==> config.mk <==
export PLATFORM = sky130hd
export DESIGN_NAME = monitor_adc
export DESIGN_NICKNAME = d
export VERILOG_FILES = /design/src/logic/monitor_pkg.sv /design/src/logic/monitor_adc.sv
export SDC_FILE = /design/constraint.sdc
export NUM_CORES = 2
export LEC_CHECK = 0
export BUFFER_PORTS_ARGS = -buffer_cell sky130_fd_sc_hd__buf_2
export CAP_MARGIN = 5
export CORE_ASPECT_RATIO = 1.1
export CORE_UTILIZATION = 50
export DETAILED_ROUTE_END_ITERATION = 16
export PLACE_DENSITY = 0.68
export SLEW_MARGIN = 15
export SYNTH_ARGS = -nofsm -noshare
export SYNTH_HDL_FRONTEND = slang
export SYNTH_SLANG_ARGS = --single-unit
==> constraint.sdc <==
create_clock -name core_clk -period 18.23 [get_ports core_clk]
set_clock_uncertainty 0.1 [all_clocks]
set_input_delay 1.823 -clock core_clk [delete_from_list [all_inputs] [get_ports core_clk]]
set_output_delay 1.823 -clock core_clk [all_outputs]
set_load 0.03 [all_outputs]
==> src/logic/monitor_pkg.sv <==
// Purpose: Shared constants for the monitor converter sequencer
// Assumes: 100 MHz core clock, byte-wide register port
// Notes: Multi-byte registers are most significant byte first
package monitor_pkg;
    // ----------------------------------------
    // Timing
    // ----------------------------------------
    localparam int CLK_PERIOD_NS = 10;
    localparam int RR_TIME_US = 80;
    localparam int RR_CYCLES = RR_TIME_US * 1000 / CLK_PERIOD_NS;
    localparam int QT_TIME_NS = 160;
    localparam int QT_CYCLES = QT_TIME_NS / CLK_PERIOD_NS;
    localparam int NUM_CH = 4;
    // ----------------------------------------
    // Channels and sequencer states
    // ----------------------------------------
    localparam logic [1:0] CH_TEMP = 2'h0;
    localparam logic [1:0] CH_VCC = 2'h1;
    localparam logic [1:0] CH_RX1 = 2'h2;
    localparam logic [1:0] CH_RX2 = 2'h3;
    typedef enum logic [2:0] {
        S_IDLE = 3'h0, S_FINE = 3'h1, S_WFINE = 3'h3, S_FCHK = 3'h2,
        S_COARSE = 3'h6, S_WCOARSE = 3'h7, S_STORE = 3'h5
    } seq_e;
    // ----------------------------------------
    // Register offsets
    // ----------------------------------------
    localparam logic [7:0] MEAS_BASE = 8'h64;
    localparam logic [7:0] MEAS_LAST = 8'h6b;
    localparam logic [7:0] STATUS_OFF = 8'h6f;
    localparam logic [7:0] FLAGS_OFF = 8'h70;
    localparam logic [7:0] QT_FLAG_OFF = 8'h72;
    localparam logic [7:0] FORCE_OFF = 8'h8d;
    localparam logic [7:0] SHIFT_OFF = 8'h8e;
    localparam logic [7:0] CH2_XC = 8'h94, CH2_XF = 8'h96, CH2_CG = 8'h98, CH2_FG = 8'h9a;
    localparam logic [7:0] CH1_CG = 8'h9c, CH1_FG = 8'h9e, CH1_XC = 8'ha4, CH1_XF = 8'ha6;
    localparam logic [7:0] CH2_CO = 8'ha8, CH2_FO = 8'haa, CH1_CO = 8'hac, CH1_FO = 8'hae;
    localparam logic [7:0] TEMP_OFS = 8'hb0, VCC_GAIN = 8'hb2, VCC_OFS = 8'hb4;
    localparam logic [7:0] THR_BASE = 8'hc0;
    localparam logic [7:0] MASK_OFF = 8'he0;
    localparam logic [7:0] LOSS_CFG = 8'he2;
    localparam logic [7:0] QT_THR1 = 8'he3, QT_THR2 = 8'he4;
    // ----------------------------------------
    // Fields and reset values
    // ----------------------------------------
    localparam int FF1_BIT = 0, FC1_BIT = 1, FF2_BIT = 2, FC2_BIT = 3;
    localparam int RANGE1_BIT = 4, RANGE2_BIT = 5;
    localparam int LOSS_SEL_BIT = 0, CROSSOVER_LIMIT_EN_BIT = 1, QT_MASK1_BIT = 2, QT_MASK2_BIT = 3;
    localparam logic [15:0] GAIN_UNITY = 16'h8000;
    localparam int GAIN_FRAC = 15;
    localparam logic [15:0] OFFSET_DEFAULT = 16'h0000;
    localparam logic [7:0] MASK_RESET = 8'hff;
    localparam logic [15:0] FINE_FULL = 16'hfff8;
    localparam logic [15:0] COARSE_FLOOR = 16'hf000;
endpackage

==> src/logic/monitor_adc.sv <==
// Purpose: Round-robin converter sequencer with dual-range receive power
// Assumes: Converter handshake on core_clk, comparators arrive from pins
// Notes: Register port is the byte interface behind the serial slave

// Functional notes
// - Quick-trip flags low receive power per channel
// - Quick-trip result may drive loss output
// - One converter visits four channels in order
// - Full pass within period, then restart
// - Offset on all channels, gain on voltages
// - Receive channels shift right zero to seven
// - Each receive channel has 3-bit shift field
// - Shift every receive conversion before compare and store
// - Compare result with alarm and warning thresholds
// - Mask bits block fault, flags still set
// - Receive slot starts with fine conversion
// - Too large fine result triggers coarse conversion
// - Same result register for either range
// - Status bit shows fine or coarse result
// - Force bits override automatic range choice
// - Both force bits zero means dual range
// - Force fine alone disables dual range
// - Fine crossover caps pre-shift fine result
// - Coarse crossover floors pre-shift coarse result in dual range only
// - Separate fine and coarse gain registers
// - Separate fine and coarse offset registers
// - Quick-trip alarm held until sample clears
// - Without crossover, limits follow shift count
module monitor_adc #(
    parameter int RR_CYCLES = monitor_pkg::RR_CYCLES,
    parameter int QT_CYCLES = monitor_pkg::QT_CYCLES
) (
    input wire logic core_clk,
    input wire logic reset_n,
    input wire logic [7:0] reg_addr,
    input wire logic reg_wr,
    input wire logic [7:0] reg_wdata,
    input wire logic reg_rd,
    output logic [7:0] reg_rdata,
    output logic adc_start,
    output logic [1:0] adc_sel,
    output logic adc_coarse,
    input wire logic adc_done,
    input wire logic [15:0] adc_data,
    input wire logic low_power_trip_one,
    input wire logic low_power_trip_two,
    input wire logic rx_loss_in_one,
    input wire logic rx_loss_in_two,
    output logic [7:0] qt_level_one,
    output logic [7:0] qt_level_two,
    output logic rx_loss_output,
    output logic fault
);
    localparam int SLOT_CYCLES = RR_CYCLES / monitor_pkg::NUM_CH;

    // ----------------------------------------
    // Registers
    // ----------------------------------------
    logic [7:0] cfg_r [0:127];
    logic [15:0] meas_r [0:3];
    logic [15:0] flags_r;
    logic [7:0] status_r;
    logic [1:0] qt_flag_r;
    logic [1:0] chan_r;
    monitor_pkg::seq_e state_r;
    logic coarse_r;
    logic [15:0] raw_r;
    logic [15:0] slot_cnt_r;
    logic [15:0] qt_cnt_r;
    logic slot_tick;
    logic qt_tick;
    logic [3:0] sync1_r, sync2_r, sync3_r, filt_r;

    function automatic logic [7:0] cfg_default(input int idx);
        logic [7:0] a;
        a = 8'(idx + 128);
        if (a == monitor_pkg::CH1_FG || a == monitor_pkg::CH1_CG ||
            a == monitor_pkg::CH2_FG || a == monitor_pkg::CH2_CG ||
            a == monitor_pkg::VCC_GAIN) begin
            return monitor_pkg::GAIN_UNITY[15:8];
        end
        if (a == monitor_pkg::MASK_OFF || a == monitor_pkg::MASK_OFF + 8'h01) begin
            return monitor_pkg::MASK_RESET;
        end
        return 8'h00;
    endfunction

    function automatic logic [15:0] word16(input logic [7:0] a);
        return {cfg_r[a[6:0]], cfg_r[7'(a[6:0] + 7'h01)]};
    endfunction

    // ----------------------------------------
    // Host register writes
    // ----------------------------------------
    always_ff @(posedge core_clk) begin
        for (int i = 0; i < 128; i++) begin
            if (!reset_n) begin
                cfg_r[i] <= cfg_default(i);
            end else if (reg_wr && reg_addr[7] && reg_addr[6:0] == 7'(i)) begin
                cfg_r[i] <= reg_wdata;
            end
        end
    end

    // ----------------------------------------
    // Channel decode and calibration
    // ----------------------------------------
    logic is_rx, is_rx2, force_fine, force_coarse, auto_rng, crossover_limit_en;
    logic [2:0] shift_n;
    logic [15:0] gain, offset, xf, xc;
    logic [31:0] prod;
    logic [17:0] sum;
    logic [15:0] cal_pre, pre_lim, final_val, floor_val;
    logic too_big;

    assign is_rx = chan_r[1];
    assign is_rx2 = chan_r == monitor_pkg::CH_RX2;
    assign crossover_limit_en = cfg_r[monitor_pkg::LOSS_CFG[6:0]][monitor_pkg::CROSSOVER_LIMIT_EN_BIT];
    assign shift_n = is_rx2 ? cfg_r[7'(monitor_pkg::SHIFT_OFF[6:0] + 7'h01)][2:0]
                            : cfg_r[monitor_pkg::SHIFT_OFF[6:0]][2:0];
    assign xf = is_rx2 ? word16(monitor_pkg::CH2_XF) : word16(monitor_pkg::CH1_XF);
    assign xc = is_rx2 ? word16(monitor_pkg::CH2_XC) : word16(monitor_pkg::CH1_XC);

    always_comb begin
        logic [7:0] fr;
        fr = cfg_r[monitor_pkg::FORCE_OFF[6:0]];
        force_coarse = is_rx && (is_rx2 ? fr[monitor_pkg::FC2_BIT] : fr[monitor_pkg::FC1_BIT]);
        force_fine = is_rx && !force_coarse &&
            (is_rx2 ? fr[monitor_pkg::FF2_BIT] : fr[monitor_pkg::FF1_BIT]);
        auto_rng = is_rx && !force_coarse && !force_fine;
    end

    always_comb begin
        case (chan_r)
            monitor_pkg::CH_TEMP: begin
                gain = monitor_pkg::GAIN_UNITY;
                offset = word16(monitor_pkg::TEMP_OFS);
            end
            monitor_pkg::CH_VCC: begin
                gain = word16(monitor_pkg::VCC_GAIN);
                offset = word16(monitor_pkg::VCC_OFS);
            end
            monitor_pkg::CH_RX1: begin
                gain = coarse_r ? word16(monitor_pkg::CH1_CG) : word16(monitor_pkg::CH1_FG);
                offset = coarse_r ? word16(monitor_pkg::CH1_CO) : word16(monitor_pkg::CH1_FO);
            end
            default: begin
                gain = coarse_r ? word16(monitor_pkg::CH2_CG) : word16(monitor_pkg::CH2_FG);
                offset = coarse_r ? word16(monitor_pkg::CH2_CO) : word16(monitor_pkg::CH2_FO);
            end
        endcase
    end

    // Saturate rather than wrap so a hot input never reads as a small value
    assign prod = raw_r * gain;
    assign sum = {1'b0, prod[31:monitor_pkg::GAIN_FRAC]} + {2'b00, offset};
    assign cal_pre = |sum[17:16] ? 16'hffff : sum[15:0];
    assign too_big = crossover_limit_en ? (cal_pre > xf) : (cal_pre >= monitor_pkg::FINE_FULL);
    assign floor_val = monitor_pkg::COARSE_FLOOR >> shift_n;

    always_comb begin
        pre_lim = cal_pre;
        if (is_rx && crossover_limit_en && !coarse_r && cal_pre > xf) begin
            pre_lim = xf;
        end
        if (is_rx && crossover_limit_en && coarse_r && auto_rng && cal_pre < xc) begin
            pre_lim = xc;
        end
        final_val = is_rx ? (pre_lim >> shift_n) : pre_lim;
        if (is_rx && !crossover_limit_en && coarse_r && auto_rng && final_val < floor_val) begin
            final_val = floor_val;
        end
    end

    // ----------------------------------------
    // Slot and quick-trip dividers
    // ----------------------------------------
    assign slot_tick = slot_cnt_r == 16'(SLOT_CYCLES - 1);
    assign qt_tick = qt_cnt_r == 16'(QT_CYCLES - 1);

    always_ff @(posedge core_clk) begin
        if (!reset_n || slot_tick) begin
            slot_cnt_r <= 16'h0000;
        end else begin
            slot_cnt_r <= slot_cnt_r + 16'h0001;
        end
    end

    always_ff @(posedge core_clk) begin
        if (!reset_n || qt_tick) begin
            qt_cnt_r <= 16'h0000;
        end else begin
            qt_cnt_r <= qt_cnt_r + 16'h0001;
        end
    end

    // ----------------------------------------
    // Conversion sequencer
    // ----------------------------------------
    // A slot boundary restarts the sequence, so a lost done cannot hang it
    always_ff @(posedge core_clk) begin
        if (!reset_n) begin
            state_r <= monitor_pkg::S_IDLE;
            chan_r <= monitor_pkg::CH_RX2;
            coarse_r <= 1'b0;
            raw_r <= 16'h0000;
        end else if (slot_tick) begin
            chan_r <= 2'(chan_r + 2'h1);
            coarse_r <= 1'b0;
            state_r <= monitor_pkg::S_FINE;
        end else begin
            case (state_r)
                monitor_pkg::S_IDLE: state_r <= monitor_pkg::S_IDLE;
                monitor_pkg::S_FINE: begin
                    coarse_r <= force_coarse;
                    state_r <= monitor_pkg::S_WFINE;
                end
                monitor_pkg::S_WFINE: begin
                    if (adc_done) begin
                        raw_r <= adc_data;
                        state_r <= monitor_pkg::S_FCHK;
                    end
                end
                monitor_pkg::S_FCHK: begin
                    if (!coarse_r && auto_rng && too_big) begin
                        coarse_r <= 1'b1;
                        state_r <= monitor_pkg::S_COARSE;
                    end else begin
                        state_r <= monitor_pkg::S_STORE;
                    end
                end
                monitor_pkg::S_COARSE: state_r <= monitor_pkg::S_WCOARSE;
                monitor_pkg::S_WCOARSE: begin
                    if (adc_done) begin
                        raw_r <= adc_data;
                        state_r <= monitor_pkg::S_STORE;
                    end
                end
                monitor_pkg::S_STORE: state_r <= monitor_pkg::S_IDLE;
                default: state_r <= monitor_pkg::S_IDLE;
            endcase
        end
    end

    // The front end sees the range request during the start pulse
    assign adc_start = (state_r == monitor_pkg::S_COARSE) ||
                       (state_r == monitor_pkg::S_FINE && !slot_tick);
    assign adc_sel = chan_r;
    assign adc_coarse = (state_r == monitor_pkg::S_FINE) ? force_coarse : coarse_r;

    // ----------------------------------------
    // Results, alarms and status
    // ----------------------------------------
    logic store;
    logic [3:0] alarm_bits;
    logic [7:0] tb;

    assign store = state_r == monitor_pkg::S_STORE && !slot_tick;
    assign tb = 8'(monitor_pkg::THR_BASE + {3'h0, chan_r, 3'h0});
    // Bit order: high alarm, low alarm, high warning, low warning
    assign alarm_bits = {final_val < word16(8'(tb + 8'h06)), final_val > word16(8'(tb + 8'h04)),
                         final_val < word16(8'(tb + 8'h02)), final_val > word16(tb)};

    always_ff @(posedge core_clk) begin
        if (!reset_n) begin
            for (int i = 0; i < 4; i++) begin
                meas_r[i] <= 16'h0000;
            end
            flags_r <= 16'h0000;
        end else if (store) begin
            meas_r[chan_r] <= final_val;
            flags_r[{chan_r, 2'h0} +: 4] <= alarm_bits;
        end
    end

    // New-result bits are write-one-to-clear; a fresh result wins the clear
    always_ff @(posedge core_clk) begin
        if (!reset_n) begin
            status_r <= 8'h00;
        end else begin
            if (reg_wr && reg_addr == monitor_pkg::STATUS_OFF) begin
                status_r[3:0] <= status_r[3:0] & ~reg_wdata[3:0];
            end
            if (store) begin
                status_r[chan_r] <= 1'b1;
                if (chan_r == monitor_pkg::CH_RX1) begin
                    status_r[monitor_pkg::RANGE1_BIT] <= coarse_r;
                end
                if (is_rx2) begin
                    status_r[monitor_pkg::RANGE2_BIT] <= coarse_r;
                end
            end
        end
    end

    // ----------------------------------------
    // Quick trip and loss output
    // ----------------------------------------
    always_ff @(posedge core_clk) begin
        if (!reset_n) begin
            sync1_r <= 4'h0;
            sync2_r <= 4'h0;
            sync3_r <= 4'h0;
            filt_r <= 4'h0;
        end else begin
            sync1_r <= {rx_loss_in_two, rx_loss_in_one, low_power_trip_two, low_power_trip_one};
            sync2_r <= sync1_r;
            sync3_r <= sync2_r;
            for (int i = 0; i < 4; i++) begin
                if (sync2_r[i] == sync3_r[i]) begin
                    filt_r[i] <= sync3_r[i];
                end
            end
        end
    end

    // Polled comparator: a trip holds until a later sample reads clear
    always_ff @(posedge core_clk) begin
        if (!reset_n) begin
            qt_flag_r <= 2'h0;
        end else if (qt_tick) begin
            qt_flag_r <= filt_r[1:0];
        end
    end

    logic [7:0] loss_cfg;
    logic [1:0] qt_en;
    assign loss_cfg = cfg_r[monitor_pkg::LOSS_CFG[6:0]];
    assign qt_en = ~{loss_cfg[monitor_pkg::QT_MASK2_BIT], loss_cfg[monitor_pkg::QT_MASK1_BIT]};

    always_ff @(posedge core_clk) begin
        if (!reset_n) begin
            rx_loss_output <= 1'b0;
            fault <= 1'b0;
            qt_level_one <= 8'h00;
            qt_level_two <= 8'h00;
        end else begin
            rx_loss_output <= loss_cfg[monitor_pkg::LOSS_SEL_BIT] ? |qt_flag_r
                                                                : |filt_r[3:2];
            fault <= |(flags_r & ~word16(monitor_pkg::MASK_OFF)) | |(qt_flag_r & qt_en);
            qt_level_one <= cfg_r[monitor_pkg::QT_THR1[6:0]];
            qt_level_two <= cfg_r[monitor_pkg::QT_THR2[6:0]];
        end
    end

    // ----------------------------------------
    // Host register reads
    // ----------------------------------------
    logic [7:0] rd_val;
    always_comb begin
        logic [7:0] m;
        m = 8'(reg_addr - monitor_pkg::MEAS_BASE);
        rd_val = 8'h00;
        if (reg_addr[7]) begin
            rd_val = cfg_r[reg_addr[6:0]];
        end else if (reg_addr >= monitor_pkg::MEAS_BASE && reg_addr <= monitor_pkg::MEAS_LAST) begin
            rd_val = m[0] ? meas_r[m[2:1]][7:0] : meas_r[m[2:1]][15:8];
        end else if (reg_addr == monitor_pkg::STATUS_OFF) begin
            rd_val = status_r;
        end else if (reg_addr == monitor_pkg::FLAGS_OFF) begin
            rd_val = flags_r[15:8];
        end else if (reg_addr == 8'(monitor_pkg::FLAGS_OFF + 8'h01)) begin
            rd_val = flags_r[7:0];
        end else if (reg_addr == monitor_pkg::QT_FLAG_OFF) begin
            rd_val = {6'h00, qt_flag_r};
        end
    end

    always_ff @(posedge core_clk) begin
        if (!reset_n) begin
            reg_rdata <= 8'h00;
        end else if (reg_rd) begin
            reg_rdata <= rd_val;
        end
    end
endmodule

==> results by group <==
Outcome
  – Status: completed

Floorplanning
  – Area of the die: 0.144 sq mm
  – Die Ht: 398 um
  – Std-Cell Rows: 145
  – Boundary pin count: 71
  – Die W: 362 um
  – CORE AREA: 0.142 sq mm
  – Initial core utilization: 0.503

Routing
  – Per-cell routed wire length: 29.7 um
  – Vias per cell: 6.58
  – Final WL: 225000 um
  – DRC errors left: 0
  – Antenna Nets Post-Route: 0
  – DRT iter0 DRCs: 6937
  – Length of the first detailed-routing pass in iterations: 8
  – Via count: 49800

Setup path
  – Slowest CP cell: fa_1
  – Critical path's most frequent cell: fa_1
  – Crit path max fanout: 17
  – Capture point of the worst reg-to-reg path: flags_r[4]
  – Crit. End Element: flip-flop
  – Worst Path Arrival: 17.84 ns
  – FF-to-FF setup slack: 0.92 ns
  – Kind of critical path: reg2reg
  – Reg-to-reg critical path startpoint: adc_sel[1]
  – Critical Path RT: 18.76 ns
  – Origin of the worst setup path: adc_sel[1]
  – Crit path launch type: flip-flop
  – Max stage delay on crit path: 0.57 ns
  – Worst Reg-to-Reg Cells: 72
  – Worst setup endpoint: flags_r[4]

Synth
  – Synthesized flop and latch total: 1208
  – Dominant cells by area after synthesis: edfxtp_1 46%, mux4_2 13%, and3_1 8.9%
  – Syn nets: 6168
  – Register area share after synthesis: 0.491
  – Simple-gate area share of the yosys netlist: 0.154
  – Cells after Synth: 5702
  – Async set-reset flop share out of synthesis: 0
  – Leading area contributor after synthesis: edfxtp_1
  – Warnings from Yosys: 0
  – Main synth FF type: edfxtp_1
  – Multiplexer share of the synthesized area: 0.154
  – Mapped Area: 0.0714 sq mm
  – Dominant combinational cell family by area after synthesis: simple AND/OR/NAND/NOR gates
  – Synth Area in XOR/XNOR: 0.00687
  – Compound-Gate Fraction of Synth Area: 0.0513
  – Adder-Cell Fraction of Synth Area: 0.0949
  – Synth cell types: 89
  – Avg Inst Size Synth: 12.5 sq um
  – EDFF count, synth: 1088
  – Post-synth top area share: 0.458

Power and ir drop
  – P_leak: 32.5 nW
  – Cell Pwr Density: 84.4 mW/mm^2
  – IR drop worst, VDD: 0.0786 mV

Clock network
  – TritonCTS Buffers: 130
  – CTS tree: done
  – Clock tree buffer depth: 3
  – TritonCTS sink count: 1208
  – Clk root buf: clkbuf_16
  – H-tree lvl count: 4
  – Cts hold-fix bufs: 0
  – Clock Latency Late Sink: 0.79 ns
  – Reg clk slew, reported paths: 0.06 ns

Final layout
  – Layout Nets: 6024
  – Final core occ: 0.551
  – Share of cells above drive strength 1: 0.181
  – Area delta synth->final: 9.63%

STA
  – Max Clk Rate: 57.8 MHz
  – Fin worst setup slack: 0.923 ns
  – Final setup vio count: 0
  – Slew HR: 0.148
  – Final cycle utilization of the critical path: 0.949
  – Hold Vio Cnt, Final: 0
  – Max Slew Vio Count: 0
  – Crit path time final: 17.31 ns
  – Setup tns final: 0 ns
  – Slew @ Worst Pin: 1.28 ns
  – Unrepaired setup endpoints after global routing: false

Placement
  – Hpwl dp: 151000 um
  – GP Congestion: 0.974
  – Port-buffer cells: 70
  – DP Worst Slack: 0.332 ns

Global routing
  – First-pass GRT wire length: 329000 um
  – Largest net degree at the start of global routing: 129
  – Busiest layer in global routing: met2
  – Overall Global Routing Usage: 0.311
  – Met2 Track Usage GR: 0.491
  – GR Overflow Total: 0
  – Vias in the first global route: 48200
  – Met3 Use GR: 0.0806
  – Initial antenna violation count: 11
  – GR Layer Usage met1: 0.397

Job
  – Number of maximum-capacitance violations: 0

Min path
  – HP Class: reg2reg
-- Yosys cell counts (5+ instances only) --
cell / n
o21ai_0: 195
a211oi_1: 20
o21a_1: 21
nand3b_1: 9
or2_2: 11
nor4_1: 13
o22ai_1: 12
xor2_1: 25
a22oi_1: 18
xnor2_1: 31
a21o_1: 14
or3_1: 27
nand2b_1: 26
mux2i_1: 91
buf_1: 45
dfxtp_1: 120
and2_1: 154
ha_1: 231
nand2_1: 324
edfxtp_1: 1088
nor3_1: 38
mux4_2: 416
o2111ai_1: 6
mux2_2: 53
o211ai_1: 17
o31ai_1: 8
nor2b_1: 21
nor2_1: 211
fa_1: 194
a221oi_1: 26
mux2_4: 5
a31oi_1: 20
and3_1: 1015
nand3_1: 64
inv_1: 335
a211o_1: 8
a222oi_1: 16
nand4_1: 30
a21oi_1: 139
clkbuf_1: 512
o21bai_1: 5
-- worst max-delay path, delay by kind of cell, from the launching register on --
family,cells,cell delay [ns]
and+or+nand+nor,21,4.37
xor gates and xnor gates,1,0.14
AOI/OAI and AO/OA,28,5.32
DFF,1,0.36
muxes,4,1.43
buffers and inverters,6,0.64
adders and majority gates,12,4.81
-- flip-flops by register name, summed over array words and instances, names as in the netlist, 6 cells and up --
name          cells
cfg_r          1024
flags_r          16
meas_r           64
qt_cnt_r         16
qt_level_one      8
qt_level_two      8
raw_r            16
reg_rdata         8
slot_cnt_r       16
status_r          6
-- cell families after synthesis --
kind of cell / after synthesis
AND/OR/NAND/NOR: 1973
adder cells (fa/ha/maj): 425
flip-flops: 1208
multiplexers: 566
buffers and inverters: 900
AO/OA/AOI/OAI: 574
XOR/XNOR: 56
-- metal layers --
metal | share of wire | up-vias
li1 | - | 21000
met1 | 0.36 | 25100
met2 | 0.47 | 3190
met3 | 0.11 | 575
met4 | 0.058 | 12
met5 | 0.00031 | -
-- stage by stage --
stage	std cells	hold slack, ns	power [mW]	area (sq um)
global route	7574	0.355	6.75	78200
global placement	7331	0.320	3.95	73800
finish	7576	0.335	6.60	78200
detailed placement	7331	0.327	3.96	73800
CTS	7568	0.341	6.59	78100
floorplan	5702	0.312	3.66	71400
-- final cells by class --
class / instances / area [sq um]
repair buffers: 289 / 2070
inverters: 335 / 1260
clock buffers: 178 / 3620
well taps: 1911 / 2390
flip-flops and latches: 1208 / 35100
diodes: 2 / 5.00
fillers: 11600 / 63600
clock inverters: 59 / 613
multi-input cells: 3594 / 33200
-- power by group --
group | switching [mW] | internal, mW
Combinational | 0.455 | 0.269
Clock | 1.13 | 1.54
Sequential | 0.0646 | 3.14
-- cells in the final DEF (no fill, tap or decap), types with 21 or more instances in the layout --
master     count
a21oi_1      139
a221oi_1      26
and2_1       153
and3_1      1015
buf_2         57
buf_4        228
clkbuf_1      36
clkbuf_16    136
clkinv_1      21
dfxtp_1      117
edfxtp_1    1088
fa_1         194
ha_1         228
inv_1        334
mux2_2        53
mux2i_1       88
mux4_2       416
nand2_1      322
nand2b_1      26
nand3_1       63
nand4_1       30
nor2_1       190
nor2_4        22
nor2b_1       21
nor3_1        33
o21a_1        21
o21ai_0      181
or3_1         27
xnor2_1       31
xor2_1        25
-- how the worst min path moves through the flow --
stage | start | cells past startpoint | endpoint
2_1_floorplan | sync1_r[0] | 1 | sync2_r[0]
3_3_place_gp | sync1_r[2] | 1 | sync2_r[2]
3_5_place_dp | sync1_r[2] | 1 | sync2_r[2]
4_1_cts | sync1_r[2] | 1 | sync2_r[2]
5_1_grt | sync1_r[2] | 1 | sync2_r[2]
6_report | sync1_r[2] | 1 | sync2_r[2]
-- timing repair --
item	in CTS	in global routing
endpoints found under the setup margin	0	16
endpoints found under the hold margin	0	0
setup buffers	0	6
resized for setup	0	20
No activity file was read; power rests on OpenSTA's default activity.
